==> config.mk <==
export PLATFORM = sky130hd
export DESIGN_NAME = debug_async_abort_discard
export DESIGN_NICKNAME = d
export VERILOG_FILES = /design/src/include/abort_discard_pkg.sv /design/src/include/abort_event_if.sv /design/src/logic/abort_source.sv /design/src/logic/debug_async_abort_discard.sv
export SDC_FILE = /design/constraint.sdc
export NUM_CORES = 1
export LEC_CHECK = 0
export ABC_AREA = 1
export BUFFER_PORTS_ARGS = -buffer_cell sky130_fd_sc_hd__buf_2
export CORE_MARGIN = 8
export CORE_UTILIZATION = 47
export CTS_BUF_LIST = sky130_fd_sc_hd__clkbuf_16
export DETAILED_ROUTE_END_ITERATION = 8
export PLACE_DENSITY = 0.72
export SLEW_MARGIN = 5
export SYNTH_ARGS = -nofsm -noshare
export SYNTH_HDL_FRONTEND = slang
export SYNTH_SLANG_ARGS = --single-unit
==> constraint.sdc <==
create_clock -name CLOCK -period 1.28 [get_ports CLOCK]
set_clock_uncertainty 0.1 [all_clocks]
set_input_delay 0.064 -clock CLOCK [delete_from_list [all_inputs] [get_ports CLOCK]]
set_output_delay 0.064 -clock CLOCK [all_outputs]
set_load 0.01 [all_outputs]
==> src/include/abort_discard_pkg.sv <==
// Constants and types for the debug asynchronous abort discard block
package abort_discard_pkg;
  // Cycles of quiet on the write-response path before outstanding aborts count as recognized
  localparam int DRAIN_CYCLES = 4;
  localparam logic [2:0] DRAIN_RESET = 3'h0;
  localparam logic [1:0] BUS_RESP_SLVERR = 2'h2;

  typedef enum logic [2:0] {
    RUN_STATE = 3'h1,
    DRAIN_STATE = 3'h2,
    HALT_STATE = 3'h4
  } debug_state_type;
endpackage : abort_discard_pkg

==> src/include/abort_event_if.sv <==
// Carrier between abort source detection and the discard controller
`timescale 1ns/10ps
interface abort_event_if;
  logic abort_seen;
  logic stores_pending;
  modport source (output abort_seen, output stores_pending);
  modport sink (input abort_seen, input stores_pending);
endinterface : abort_event_if

==> src/logic/abort_source.sv <==
// Turns store error responses into asynchronous abort events
`timescale 1ns/10ps
module abort_source
  import abort_discard_pkg::*;
(
  input wire logic clock,
  input wire logic srst,
  input wire logic store_issue,
  input wire logic resp_valid,
  input wire logic [1:0] resp_code,
  input wire logic resp_normal_mem,
  abort_event_if.source events
);
  typedef struct packed {
    logic [3:0] outstanding;
  } src_state_type;

  src_state_type state;
  src_state_type next_state;

  always_comb begin
    next_state = state;
    if (srst) begin
      next_state.outstanding = 4'h0;
    end else if (store_issue && !resp_valid) begin
      next_state.outstanding = state.outstanding + 4'h1;
    end else if (!store_issue && resp_valid && state.outstanding != 4'h0) begin
      next_state.outstanding = state.outstanding - 4'h1;
    end
  end

  always_ff @(posedge clock) begin
    state <= next_state;
  end

  // Only buffered Normal-memory stores can fault after retirement
  assign events.abort_seen = resp_valid && resp_normal_mem && (resp_code == BUS_RESP_SLVERR);
  assign events.stores_pending = (state.outstanding != 4'h0) || store_issue;
endmodule : abort_source

==> src/logic/debug_async_abort_discard.sv <==
// Abort discard indicator and sticky abort flag around debug halt entry
// Behaviour
// - While discard is set, async aborts are dropped and only set the sticky flag.
// - Halt entry waits until every outstanding async abort is recognized.
// - Discard indicator is set immediately on entering debug halt.
// - Outside debug halt, recognized aborts are never discarded; exception taken normally.
// - Slave error on a store to Normal memory is an async abort.
`timescale 1ns/10ps
module debug_async_abort_discard
  import abort_discard_pkg::*;
(
  input wire logic CLOCK,
  input wire logic SRST,
  input wire logic HALT_REQUEST,
  input wire logic RESTART_REQUEST,
  input wire logic DEBUG_ACK,
  input wire logic STORE_ISSUE,
  input wire logic RESP_VALID,
  input wire logic [1:0] RESP_CODE,
  input wire logic RESP_NORMAL_MEM,
  input wire logic ABORT_MASKED,
  input wire logic STICKY_CLEAR,
  output logic IN_DEBUG_HALT,
  output logic ABORT_DISCARD,
  output logic ASYNC_ABORT_STICKY_FLAG,
  output logic ABORT_PENDING,
  output logic ABORT_EXCEPTION
);
  typedef struct packed {
    debug_state_type mode;
    logic [2:0] drain;
    logic discard;
    logic sticky;
    logic pending;
    logic take;
  } ctl_state_type;

  ctl_state_type state;
  ctl_state_type next_state;
  abort_event_if events ();

  abort_source source_unit (
    .clock(CLOCK),
    .srst(SRST),
    .store_issue(STORE_ISSUE),
    .resp_valid(RESP_VALID),
    .resp_code(RESP_CODE),
    .resp_normal_mem(RESP_NORMAL_MEM),
    .events(events)
  );

  ////////////////////////////////////////////////////////////////////////
  always_comb begin
    next_state = state;
    next_state.take = 1'b0;
    case (state.mode)
      RUN_STATE: begin
        if (HALT_REQUEST) begin
          next_state.mode = DRAIN_STATE;
          next_state.drain = DRAIN_RESET;
        end
      end
      DRAIN_STATE: begin
        // Store responses may still be in flight; wait for a quiet stretch
        if (events.stores_pending || events.abort_seen) begin
          next_state.drain = DRAIN_RESET;
        end else if (state.drain == 3'(DRAIN_CYCLES - 1)) begin
          next_state.mode = HALT_STATE;
          next_state.discard = 1'b1;
        end else begin
          next_state.drain = state.drain + 3'h1;
        end
      end
      HALT_STATE: begin
        if (RESTART_REQUEST) begin
          next_state.mode = RUN_STATE;
          next_state.discard = 1'b0;
        end
      end
      default: begin
        next_state.mode = RUN_STATE;
        next_state.discard = 1'b0;
      end
    endcase

    // Abort handling uses the discard level of this cycle; debug ack plays no part
    if (events.abort_seen && state.discard) begin
      next_state.sticky = 1'b1;
    end else if (events.abort_seen || state.pending) begin
      if (ABORT_MASKED) begin
        next_state.pending = 1'b1;
      end else begin
        next_state.pending = 1'b0;
        next_state.take = 1'b1;
      end
    end
    // A new discarded abort wins over a clear in the same cycle
    if (STICKY_CLEAR && !(events.abort_seen && state.discard)) begin
      next_state.sticky = 1'b0;
    end

    if (SRST) begin
      next_state.mode = RUN_STATE;
      next_state.drain = DRAIN_RESET;
      next_state.discard = 1'b0;
      next_state.sticky = 1'b0;
      next_state.pending = 1'b0;
      next_state.take = 1'b0;
    end
  end

  always_ff @(posedge CLOCK) begin
    state <= next_state;
  end

  ////////////////////////////////////////////////////////////////////////
  assign IN_DEBUG_HALT = (state.mode == HALT_STATE);
  assign ABORT_DISCARD = state.discard;
  assign ASYNC_ABORT_STICKY_FLAG = state.sticky;
  assign ABORT_PENDING = state.pending;
  assign ABORT_EXCEPTION = state.take;

  // DEBUG_ACK is deliberately not used by the discard logic
  logic unused_ack;
  assign unused_ack = DEBUG_ACK;
endmodule : debug_async_abort_discard
==> Yosys cells after proc, flatten, opt, wreduce, memory -nomap -nowiden <==
Index checks and enable logic that the tools add are counted.
{ "classes": {"addsub": 3, "n_bitwise": 3, "n_div": 0, "muxes": 16, "n_lt_le_gt_ge": 0, "eq_ne": 10, "reduce_logical": 22, "mul": 0, "n_shift": 0} }
{ "ops": {"columns": ["op", "n"], "rows": [
  ["two-way mux 3 bit", 5],
  ["case mux 3 bit (3 select lines)", 1],
  ["two-way mux 4 bit", 2],
  ["!= test 2 bit (second input constant)", 4],
  ["AND reduction 4 bit", 2],
  ["logical AND 1 bit", 7],
  ["equality test 3 x 2 -> 1 bit (second input constant)", 2],
  ["two-way mux 6 bit", 1],
  ["case mux 3 bit (2 select lines)", 1],
  ["two-way mux 1 bit", 5],
  ["adder 4 x 1 -> 4 bit (second input constant)", 1],
  ["nonzero test 2 bit", 2],
  ["nonzero test 4 bit", 1],
  ["subtractor 4 x 1 -> 4 bit (second input constant)", 1],
  ["adder 3 x 1 -> 3 bit (second input constant)", 1],
  ["equality test 3 x 1 -> 1 bit (second input constant)", 1],
  ["equality test 3 bit (second input constant)", 1],
  ["logical NOT 1 bit", 3],
  ["logical OR 1 bit", 3],
  ["!= test 3 bit (second input constant)", 1],
  ["NOT 1 bit", 3],
  ["case mux 1 bit (3 select lines)", 1],
  ["AND reduction 3 bit", 1],
  ["OR reduction 3 bit", 1],
  ["other kinds (3)", 3]
]} }
{ "word_totals": {"output_inout_bits": 5, "ff_bits": 14, "latch_bits": 0, "mem_bits_rw": 0, "mem_bits_ro": 0, "memories": 0} }

==> Logic depth before layout (Yosys ltp) <==
Gate-level depths: netlist (run 1).
{ "logic_depth": {"depth_word": 6, "mapped_depth": 10} }

==> Cells and area by module <==
From an unflattened synthesis (run 1), not the netlist that was laid out.
{ "hier_totals": {"hier_cells": 124, "area_unflattened_um2": 838.3} }
{ "by_module_without_submodules": {"columns": ["mod", "seq_area_each_um2", "area_per_inst_um2", "cells_per_inst", "instances"], "rows": [
  ["debug_async_abort_discard", 200.2, 511.7, 74, 1],
  ["abort_source", 80.1, 326.6, 50, 1]
]} }

==> Least setup slack after synthesis (run 1) <==
OpenSTA, ideal clock, no wires.
{ "synth_path": {"kind": "in2reg", "startpoint": "input STORE_ISSUE", "endpoint": "register source_unit.state[3] (netlist bit)", "setup_ns": 0.115, "stages": 9, "arrival_ns": 1.183, "path_slack_ns": -0.118, "required_ns": 1.065, "cell_sequence": "inv_1 > or2_1 > ha_1 > a21oi_1 > nand2_1 > nand2_1 > nand3_1 > nand2_1 > nor2_1"} }
{ "synth_between": {"elab_chain_cells": 4, "elab_cells_between_ends": 6} }
{ "synth_rtl": {"columns": ["item", "line", "source"], "rows": [
  ["start: declaration", "debug_async_abort_discard.sv:17", "input wire logic STORE_ISSUE,"],
  ["logical NOT 1 bit", "abort_source.sv:27", "end else if (!store_issue && resp_valid && state.outstanding != 4'h0) begin"],
  ["logical AND 1 bit (2 in a row)", "abort_source.sv:27", null],
  ["nonzero test 2 bit (no source line)", null, null],
  ["end signal: assignment", "abort_source.sv:33", "state <= next_state;"],
  ["end: declaration", "abort_source.sv:18", "src_state_type state;"]
]} }
Several ways; a longest one is shown, not always the timed one.
A chain may end at the register's enable or synchronous reset.

==> Final worst setup path (run 1) <==
{ "layout_path": {"startpoint": "register state[4] (netlist bit)", "endpoint": "register state[4] (netlist bit)"} }
{ "layout_between": {"elab_chain_cells": 4, "elab_cells_between_ends": 7} }
{ "layout_rtl": {"columns": ["item", "line", "source"], "rows": [
  ["start: declaration", "debug_async_abort_discard.sv:38", "ctl_state_type state;"],
  ["start signal: assignment", "debug_async_abort_discard.sv:113", "state <= next_state;"],
  ["adder 3 x 1 -> 3 bit", "debug_async_abort_discard.sv:71", "next_state.drain = state.drain + 3'h1;"],
  ["two-way mux 3 bit", "debug_async_abort_discard.sv:67", "end else if (state.drain == 3'(DRAIN_CYCLES - 1)) begin"],
  ["two-way mux 3 bit", "debug_async_abort_discard.sv:65", "if (events.stores_pending || events.abort_seen) begin"],
  ["case mux 3 bit (2 select lines)", "debug_async_abort_discard.sv:56", "case (state.mode)"]
]} }
Several ways; a longest one is shown, not always the timed one. The select of a mux whose other input is x is not followed.

==> results.sh, run 1 <==
export IMPL_clkTransAtPathRegs_ps=50
export IMPL_grt_max_degree=9
export IMPL_worstPathCellList="ha_4 > ha_4 > inv_4 > nor2_2 > nand2_2 > nand2_4 > nand2_1 > nand2_1 > nor2_2"
export IMPL_fin_tns_setup_ps=-110
export IMPL_cts_root_buffer="clkbuf_16"
export IMPL_wl_mm=2.27
export IMPL_grt_antenna_before_repair=0
export IMPL_min_period_ps=1320
export IMPL_maxSlewViolCount=0
export IMPL_synth_distinct_cells=22
export IMPL_htree_levels=1
export IMPL_worstHoldPathType="input port to register"
export IMPL_slew_headroom=0.812
export IMPL_max_freq_mhz=756
export IMPL_grtUsageMet3=0.0486
export IMPL_cts_max_path_buffers=2
export IMPL_met2_usage=0.239
export IMPL_dieArea_mm2=0.00335
export IMPL_via_per_inst=5.22
export IMPL_cp_start_kind="register"
export IMPL_avgSynthCellArea_um2=7.18
export IMPL_synth_area_um2=826
export IMPL_worst_pin_slew_ps=282
export IMPL_dr_pass1_iters=4
export IMPL_ant_nets=0
export IMPL_wire_per_inst_um=13.9
export IMPL_vias=851
export IMPL_ir_drop_mv=0.866
export IMPL_gr_total_overflow=0
export IMPL_drc=0
export IMPL_gp_congestion=0.818
export IMPL_worstPathMaxFanout=7
export IMPL_io_buffers=15
export IMPL_busiest_layer="met2"
export IMPL_status="finished with violations"
export IMPL_met1_usage=0.136
export IMPL_cts_tree="built"
export IMPL_cts_buffers=3
export IMPL_leakage_uw=0.000571
export IMPL_synth_seq_cells=14
export IMPL_insertion_delay_ps=240
export IMPL_utilization=0.726
export IMPL_slowest_stage="dfxtp_4"
export IMPL_start_util=0.489
export IMPL_required_ps=1320
export IMPL_holdWs_ps=15.6
export IMPL_area_growth_pct=48.5
export IMPL_power_density_mw_per_mm2=1490
export IMPL_drive_above_1_share=0.479
export IMPL_gr_usage_all_layers=0.138
export IMPL_setup_viol=6
export IMPL_synth_nets=132
export IMPL_finalCritPeriodShare=1.03
export IMPL_core_mm2=0.00169
export IMPL_post_place_ws_ps=-105
export IMPL_violations="setup timing"
export IMPL_place_hpwl_mm=1.34
export IMPL_n_antenna_cell=0
export IMPL_critical_path_class="register to register"
export IMPL_die_w_um=57.9
export IMPL_yosysSeqAreaShare=0.339
export IMPL_end_kind="register"
export IMPL_placementRows=15
export IMPL_die_h_um=57.9
export IMPL_grt_pass1_wl_mm=3.59
export IMPL_io_pins=17
export IMPL_nets=164
export IMPL_cts_sinks=14
export IMPL_drtIter0Drc=18
export IMPL_setup_slack_ps=-41.9
export IMPL_max_stage_delay_ps=360
export IMPL_cap_viol_max_count=0
export IMPL_hold_violations=0
export IMPL_rsz0062_at_grt="yes"
export IMPL_cp_arrival_ps=1360
export IMPL_synthCells=115
export IMPL_grt_pass1_vias=819
export IMPL_ys_warn_count=0
-- cell usage after synthesis, drive strengths merged --
cell | number | area share
a21oi | 8 | 0.048
dfxtp | 14 | 0.34
fa | 1 | 0.024
ha | 4 | 0.061
inv | 20 | 0.091
nand2 | 27 | 0.15
nand3 | 11 | 0.079
nand4 | 1 | 0.0076
nor2 | 20 | 0.13
nor3 | 2 | 0.018
o21a | 2 | 0.018
o21ai | 3 | 0.018
or2 | 1 | 0.0076
xnor2 | 1 | 0.011
-- metal layers --
metal	vias up	part of all wire
li1	424	-
met1	393	0.39
met2	28	0.53
met3	6	0.067
met4	0	0.020
met5	-	0
-- critical path: cells and delay by family (launching register included) --
| family | cells | cell delay [ps] |
|---|---|---|
| simple gates | 6 | 440 |
| flops | 1 | 360 |
| fa+ha+maj | 2 | 290 |
| buf+inv | 1 | 40 |
-- cells in the final DEF (no fill, tap or decap), drive strengths merged --
cell	synthesis	layout
nand2	27	27
a21oi	8	8
clkbuf	0	3
nand4	1	1
clkinv	0	1
xnor2	1	1
dlygate4sd3	0	4
dfxtp	14	14
ha	4	4
o21ai	3	3
nand3	11	11
inv	20	20
o21a	2	2
fa	1	1
nor3	2	2
or2	1	1
buf	0	23
nor2	20	20
-- timing repair --
action | in CTS | in global routing
hold buffers | 4 | 0
gates resized for setup | 13 | 21
buffers inserted | 0 | 2
hold endpoints to repair | 5 | 0
setup endpoints to repair | 8 | 9
pin swaps | 6 | 10
-- metrics by stage --
step,total power [uW],std cells,area [um^2]
2_1_floorplan,938,115,847
3_3_place_gp,1040,153,988
3_5_place_dp,1070,153,988
4_1_cts,1720,161,1150
5_1_grt,1940,163,1230
6_report,1830,163,1230
-- state kept, by name, summed over array words and instances, names as in the netlist --
signal                   flops
ABORT_DISCARD                1
source_unit.state            4
ABORT_PENDING                1
ABORT_EXCEPTION              1
ASYNC_ABORT_STICKY_FLAG      1
state                        6
-- final cells by class --
cell class	instances	area [um^2]
fillers	120	463
flip-flops and latches	14	302
clock buffers	3	75.1
multi-input cells	81	572
clock inverters	1	3.75
repair buffers	27	175
well taps	17	21.3
inverters	20	77.6
-- report_power, final --
group	internal [uW]	total, uW	switching [uW]
sequential	517	601	84.0
clock	413	594	181
combinational	290	632	343
total	1220	1830	607
-- cell families after synthesis --
logic type      after synthesis  share of synthesized area
compound gates               13                     0.0848
fa+ha+maj                     5                     0.0849
xor+xnor                      1                     0.0106
simple gates                 62                      0.389
buf+inv                      20                     0.0909
flops                        14                      0.339
-- path summary, 6_finish.rpt --
kind                                               from                      end  slack [ps]  cells past startpoint
worst max-delay path                           state[4]                 state[4]         -40                      9
worst min-delay path                               SRST     source_unit.state[2]          20                      3
worst max register to register                 state[4]                 state[4]         -40                      9
worst min register to register  ASYNC_ABORT_STICKY_FLAG  ASYNC_ABORT_STICKY_FLAG         360                      2
No activity file was read; power rests on OpenSTA's default activity.
==> inputs of run 2 (changes only) <==
CORE_UTILIZATION = 25   (was 47)
PLACE_DENSITY = 0.43   (was 0.72)
==> run 2 against run 1 <==
  * The flow now finishes without violations
  * Power is 2.6% lower
  * Register-to-register slack improved by 50 ps
  * Via count is 8.5% lower
  * Sequential cell count unchanged
  * Utilization decreased by 34 points
  * Worst setup slack better by 48 ps
==> results.sh, run 2 (synthesis results as in run 1) <==
export IMPL_die_w_um=73.5
export IMPL_seq_area_um2=298
export IMPL_setup_viol=0
export IMPL_maxSlewViolCount=0
export IMPL_drive_above_1_share=0.490
export IMPL_placed_cell_area_mm2=0.00102
export IMPL_cap_viol_max_count=0
export IMPL_final_cell_mix="inv_1, nand2_1, buf_2"
export IMPL_rr_endpoint="state[4]"
export IMPL_die_h_um=73.5
export IMPL_gp_congestion=0.785
export IMPL_ant_nets=0
export IMPL_grt_max_degree=9
export IMPL_holdWs_ps=18.2
export IMPL_wl_mm=1.86
export IMPL_leakage_uw=0.000563
export IMPL_worstRegToRegCells=9
export IMPL_total_power_uw=1780
export IMPL_hold_violations=0
export IMPL_insertion_delay_ps=240
export IMPL_top_regs="state (6), source_unit.state (4)"
export IMPL_cp_start_kind="register"
export IMPL_required_ps=1320
export IMPL_drc=0
export IMPL_grt_pass1_vias=763
export IMPL_top_register="state"
export IMPL_whs_path_depth=2
export IMPL_grt_pass1_wl_mm=3.19
export IMPL_end_kind="register"
export IMPL_nets=162
export IMPL_holdPathEnd="source_unit.state[1]"
export IMPL_cts_max_path_buffers=2
export IMPL_multiInputGateArea_um2=579
export IMPL_cts_root_buffer="clkbuf_16"
export IMPL_dieArea_mm2=0.00540
export IMPL_cts_sinks=14
export IMPL_fillCellCount=344
export IMPL_power_density_mw_per_mm2=1430
export IMPL_vias=779
export IMPL_area_growth_pct=50.9
export IMPL_grt_antenna_before_repair=0
export IMPL_r2r_start="state[4]"
export IMPL_worstPathMaxFanout=7
export IMPL_final_area_mm2=0.00125
export IMPL_placementRows=21
export IMPL_cpMostUsedCell="nand2_2"
export IMPL_drtIter0Drc=20
export IMPL_finalCritPeriodShare=0.995
export IMPL_hold_start="SRST"
export IMPL_worst_pin_slew_ps=315
export IMPL_r2r_slack_ps=6
export IMPL_dr_pass1_iters=4
export IMPL_cts_buffers=3
export IMPL_largest_reg_flops=6
export IMPL_status="finished, final reports clean"
export IMPL_worstPathCellList="ha_4 > ha_4 > inv_4 > nor2_4 > nand2_2 > nand2_4 > nand2_2 > nand2_2 > nor2_2"
export IMPL_htree_levels=1
export IMPL_gr_total_overflow=0
export IMPL_n_antenna_cell=0
export IMPL_slowest_stage="dfxtp_2"
export IMPL_slew_headroom=0.790
export IMPL_place_hpwl_mm=1.38
export IMPL_io_buffers=15
export IMPL_dp_cells=182
export IMPL_ir_drop_mv=0.639
export IMPL_critical_path_class="register to register"
export IMPL_max_freq_mhz=785
export IMPL_max_stage_delay_ps=350
export IMPL_worstHoldPathType="input port to register"
export IMPL_gr_usage_all_layers=0.0751
export IMPL_wire_per_inst_um=9.84
export IMPL_start_util=0.253
export IMPL_min_period_ps=1270
export IMPL_via_per_inst=4.12
export IMPL_finish_cell_count_without_fillers=189
export IMPL_cts_tree="built"
export IMPL_clkTransAtPathRegs_ps=50
export IMPL_rsz0062_at_grt="yes"
export IMPL_cp_arrival_ps=1310
export IMPL_core_mm2=0.00326
export IMPL_io_pins=17
[run 2: cell types whose count changed in the layout (fill, tap and decap cells not counted), moves of 2 or more]
cell           delta
nand3_1           +2
nor2_4            +3
nand3_2           -2
dfxtp_2           +3
dlygate4sd3_1     -2
dfxtp_4           -2
nor2_2            -3
[run 2: through the flow]
step | setup TNS (ps) | utilization | setup slack, ps
2_1_floorplan | 0 | - | 7.43
3_5_place_dp | -321 | 0.315 | -82.3
3_3_place_gp | -273 | 0.315 | -74.8
6_report | 0 | 0.382 | 6.42
5_1_grt | -401 | 0.382 | -80.0
4_1_cts | -42.5 | 0.361 | -23.6
[run 2: power breakdown]
part | internal, uW | switching (uW)
logic | 286 | 319
registers | 516 | 77.4
clock network | 408 | 172
[run 2: worst max path at each step]
| stage | startpoint | slack (ps) | cells past startpoint | to |
|---|---|---|---|---|
| 2_1_floorplan | state[4] | 7 | 8 | state[4] |
| 3_3_place_gp | RESP_VALID | -70 | 8 | source_unit.state[3] |
| 3_5_place_dp | RESP_VALID | -80 | 8 | source_unit.state[3] |
| 4_1_cts | state[5] | -20 | 9 | state[4] |
| 5_1_grt | state[9] | -80 | 9 | state[6] |
| 6_report | state[4] | 6 | 9 | state[4] |
[run 2: per-layer routing]
metal	GRT usage	wire length (um)
met5	0	0
met3	0.0314	128
met4	0.0421	25
met1	0.0830	813
met2	0.118	890
[run 2: worst max-delay path: cells and delay by family (launching register included)]
family,cells,cell delay [ps]
flops,1,350
simple gates,6,420
fa+ha+maj,2,270
buf+inv,1,30
[run 2: timing repair]
item | in CTS | in global routing
pin swaps | 7 | 10
resized for setup | 18 | 17
setup endpoints to repair | 7 | 8
setup buffers | 0 | 2
endpoints found under the hold margin | 2 | 0
hold buffers | 2 | 0
[run 2: area by class of cell]
class | count | area share
Tap cell | 46 | 0.0462
Timing Repair Buffer | 25 | 0.128
Inverter | 20 | 0.0622
Multi-Input combinational cell | 81 | 0.465
Clock buffer | 3 | 0.0602
Sequential cell | 14 | 0.239
==> inputs of run 3 (changes only) <==
ABC_AREA = 0   (was 1)
SYNTH_HIERARCHICAL = 1   (was default)
==> run 3 against run 2 <==
  * The flow now finishes with violations (setup timing)
  * Sequential cell count unchanged
  * Die area up 2.7%
  * Utilization about the same
  * Sequential power down 13%
  * Design area up 1.7%
  * Maximum frequency down 23%
  * Synthesized area up 3.5%
  * Critical endpoint is now state[9]
  * Largest cell class unchanged
  * Largest power group is now clock
==> results.sh, run 3 <==
export IMPL_status="finished with violations"
export IMPL_violations="setup timing"
export IMPL_async_flop_share=0
export IMPL_grt_pass1_vias=792
export IMPL_gp_congestion=0.709
export IMPL_n_antenna_cell=0
export IMPL_required_ps=1350
export IMPL_final_cell_mix="buf_4, buf_2, dfxtp_1"
export IMPL_min_period_ps=1650
export IMPL_synth_top_flop_cell="dfxtp_1"
export IMPL_rsz0062_at_grt="yes"
export IMPL_maxSlewViolCount=0
export IMPL_drc=0
export IMPL_fin_tns_setup_ps=-2540
export IMPL_via_per_inst=4.59
export IMPL_synth_nets=104
export IMPL_netlist_top_cells_count="dfxtp_1, a21oi_1, nand2_1, nand3_1"
export IMPL_dr_pass1_iters=4
export IMPL_leakage_uw=0.000522
export IMPL_nets=139
export IMPL_cts_buffers=3
export IMPL_synthCells=87
export IMPL_dp_cells=160
export IMPL_hold_violations=0
export IMPL_cp_start_kind="register"
export IMPL_avgSynthCellArea_um2=9.82
export IMPL_cts_root_buffer="clkbuf_16"
export IMPL_worst_pin_slew_ps=344
export IMPL_wire_per_inst_um=11.7
export IMPL_setup_slack_ps=-372
export IMPL_final_common_cell="buf_4"
export IMPL_core_mm2=0.00331
export IMPL_ys_warn_count=6
export IMPL_synth_seq_cells=14
export IMPL_grt_max_degree=11
export IMPL_die_h_um=74.5
export IMPL_end_kind="register"
export IMPL_placementRows=21
export IMPL_synth_area_um2=855
export IMPL_yosysSeqAreaShare=0.328
export IMPL_largest_reg_flops=6
export IMPL_ant_nets=0
export IMPL_start_util=0.258
export IMPL_utilization=0.383
export IMPL_clkTransAtPathRegs_ps=50
export IMPL_cts_max_path_buffers=2
export IMPL_power_density_mw_per_mm2=1190
export IMPL_worstHoldPathType="input port to register"
export IMPL_drtIter0Drc=27
export IMPL_yosys_area_top_type="dfxtp_1"
export IMPL_cap_viol_max_count=0
export IMPL_drive_above_1_share=0.479
export IMPL_post_place_ws_ps=-394
export IMPL_synth_top_area_frac=0.328
export IMPL_wl_mm=1.96
export IMPL_vias=767
export IMPL_cp_arrival_ps=1720
export IMPL_gr_usage_all_layers=0.0791
export IMPL_cts_sinks=14
export IMPL_area_growth_pct=48.3
export IMPL_slew_headroom=0.770
export IMPL_worstPathMaxFanout=6
export IMPL_cts_tree="built"
export IMPL_yosysMostFrequentCell="dfxtp_1"
export IMPL_dieArea_mm2=0.00555
export IMPL_io_buffers=15
export IMPL_top_register="state"
export IMPL_place_hpwl_mm=1.48
export IMPL_io_pins=17
export IMPL_synth_edf_count=0
export IMPL_gr_total_overflow=0
export IMPL_grt_pass1_wl_mm=3.45
export IMPL_insertion_delay_ps=240
export IMPL_max_freq_mhz=605
export IMPL_synth_distinct_cells=34
export IMPL_grt_antenna_before_repair=0
export IMPL_top_regs="state (6), source_unit/state (4)"
export IMPL_setup_viol=10
export IMPL_r2r_slack_ps=-370
export IMPL_htree_levels=1
export IMPL_synth_top_cells_by_area="dfxtp_1, ha_1, buf_6, a21oi_1, nor4b_2"
export IMPL_finish_cell_count_without_fillers=167
export IMPL_finalCritPeriodShare=1.29
export IMPL_ir_drop_mv=0.614
export IMPL_critical_path_class="register to register"
export IMPL_die_w_um=74.5
run 3: worst paths after layout:
path,cells after the start,from,end
setup / recovery,5,source_unit/state[0],state[9]
hold / removal,3,RESTART_REQUEST,state[7]
setup reg to reg,5,source_unit/state[0],state[9]
hold reg to reg,2,ASYNC_ABORT_STICKY_FLAG,ASYNC_ABORT_STICKY_FLAG
run 3: area by class of cell:
cell class	count	area [um^2]
Fill cell	362	2040
Clock buffer	3	75.1
Multi-Input combinational cell	66	604
Timing Repair Buffer	34	225
Tap cell	46	57.6
Inverter	3	11.3
Clock inverter	1	3.75
Sequential cell	14	290
run 3: where the power goes:
part           switching [uW]  internal (uW)
Sequential               44.4            471
Clock                     183            413
Combinational             169            225
Total                     397           1110
run 3: stage by stage:
stage	hold slack [ps]	total power, uW	cell area, um^2
finish	17.4	1510	1270
global route	47.0	1590	1270
CTS	19.8	1500	1230
detailed placement	218	818	1070
global placement	220	816	1070
floorplan	25.7	707	858
run 3: logic make-up (layout without fill, tap and decap cells):
family / Yosys count / in the layout / share of synthesized area
and+or+nand+nor: 40 / 40 / 0.363
AOI/OAI and AO/OA: 19 / 19 / 0.148
DFF: 14 / 14 / 0.328
buffers and inverters: 7 / 41 / 0.0586
adders and majority gates: 5 / 5 / 0.0820
xor gates and xnor gates: 2 / 2 / 0.0205
run 3: routing by layer:
| layer | track usage | wire length, um | up-vias |
|---|---|---|---|
| met2 | 0.120 | 912 | 12 |
| met1 | 0.100 | 943 | 353 |
| li1 | - | - | 400 |
| met4 | 0.0196 | 18 | 0 |
| met3 | 0.0323 | 86 | 2 |
| met5 | 0 | 0 | - |
run 3: repair_timing:
item | 4_1_cts | 5_1_grt
hold buffers | 3 | 0
endpoints found under the setup margin | 10 | 12
setup buffers | 1 | 0
endpoints found under the hold margin | 3 | 0
pin swaps | 12 | 7
gates resized for setup | 8 | 8
run 3: critical path, cell delays in order (launching register included):
cell     delay (ps)
dfxtp_2         330
nor4_4          280
or2b_4          320
nor3b_4         290
a31oi_2         130
nor3_2          120
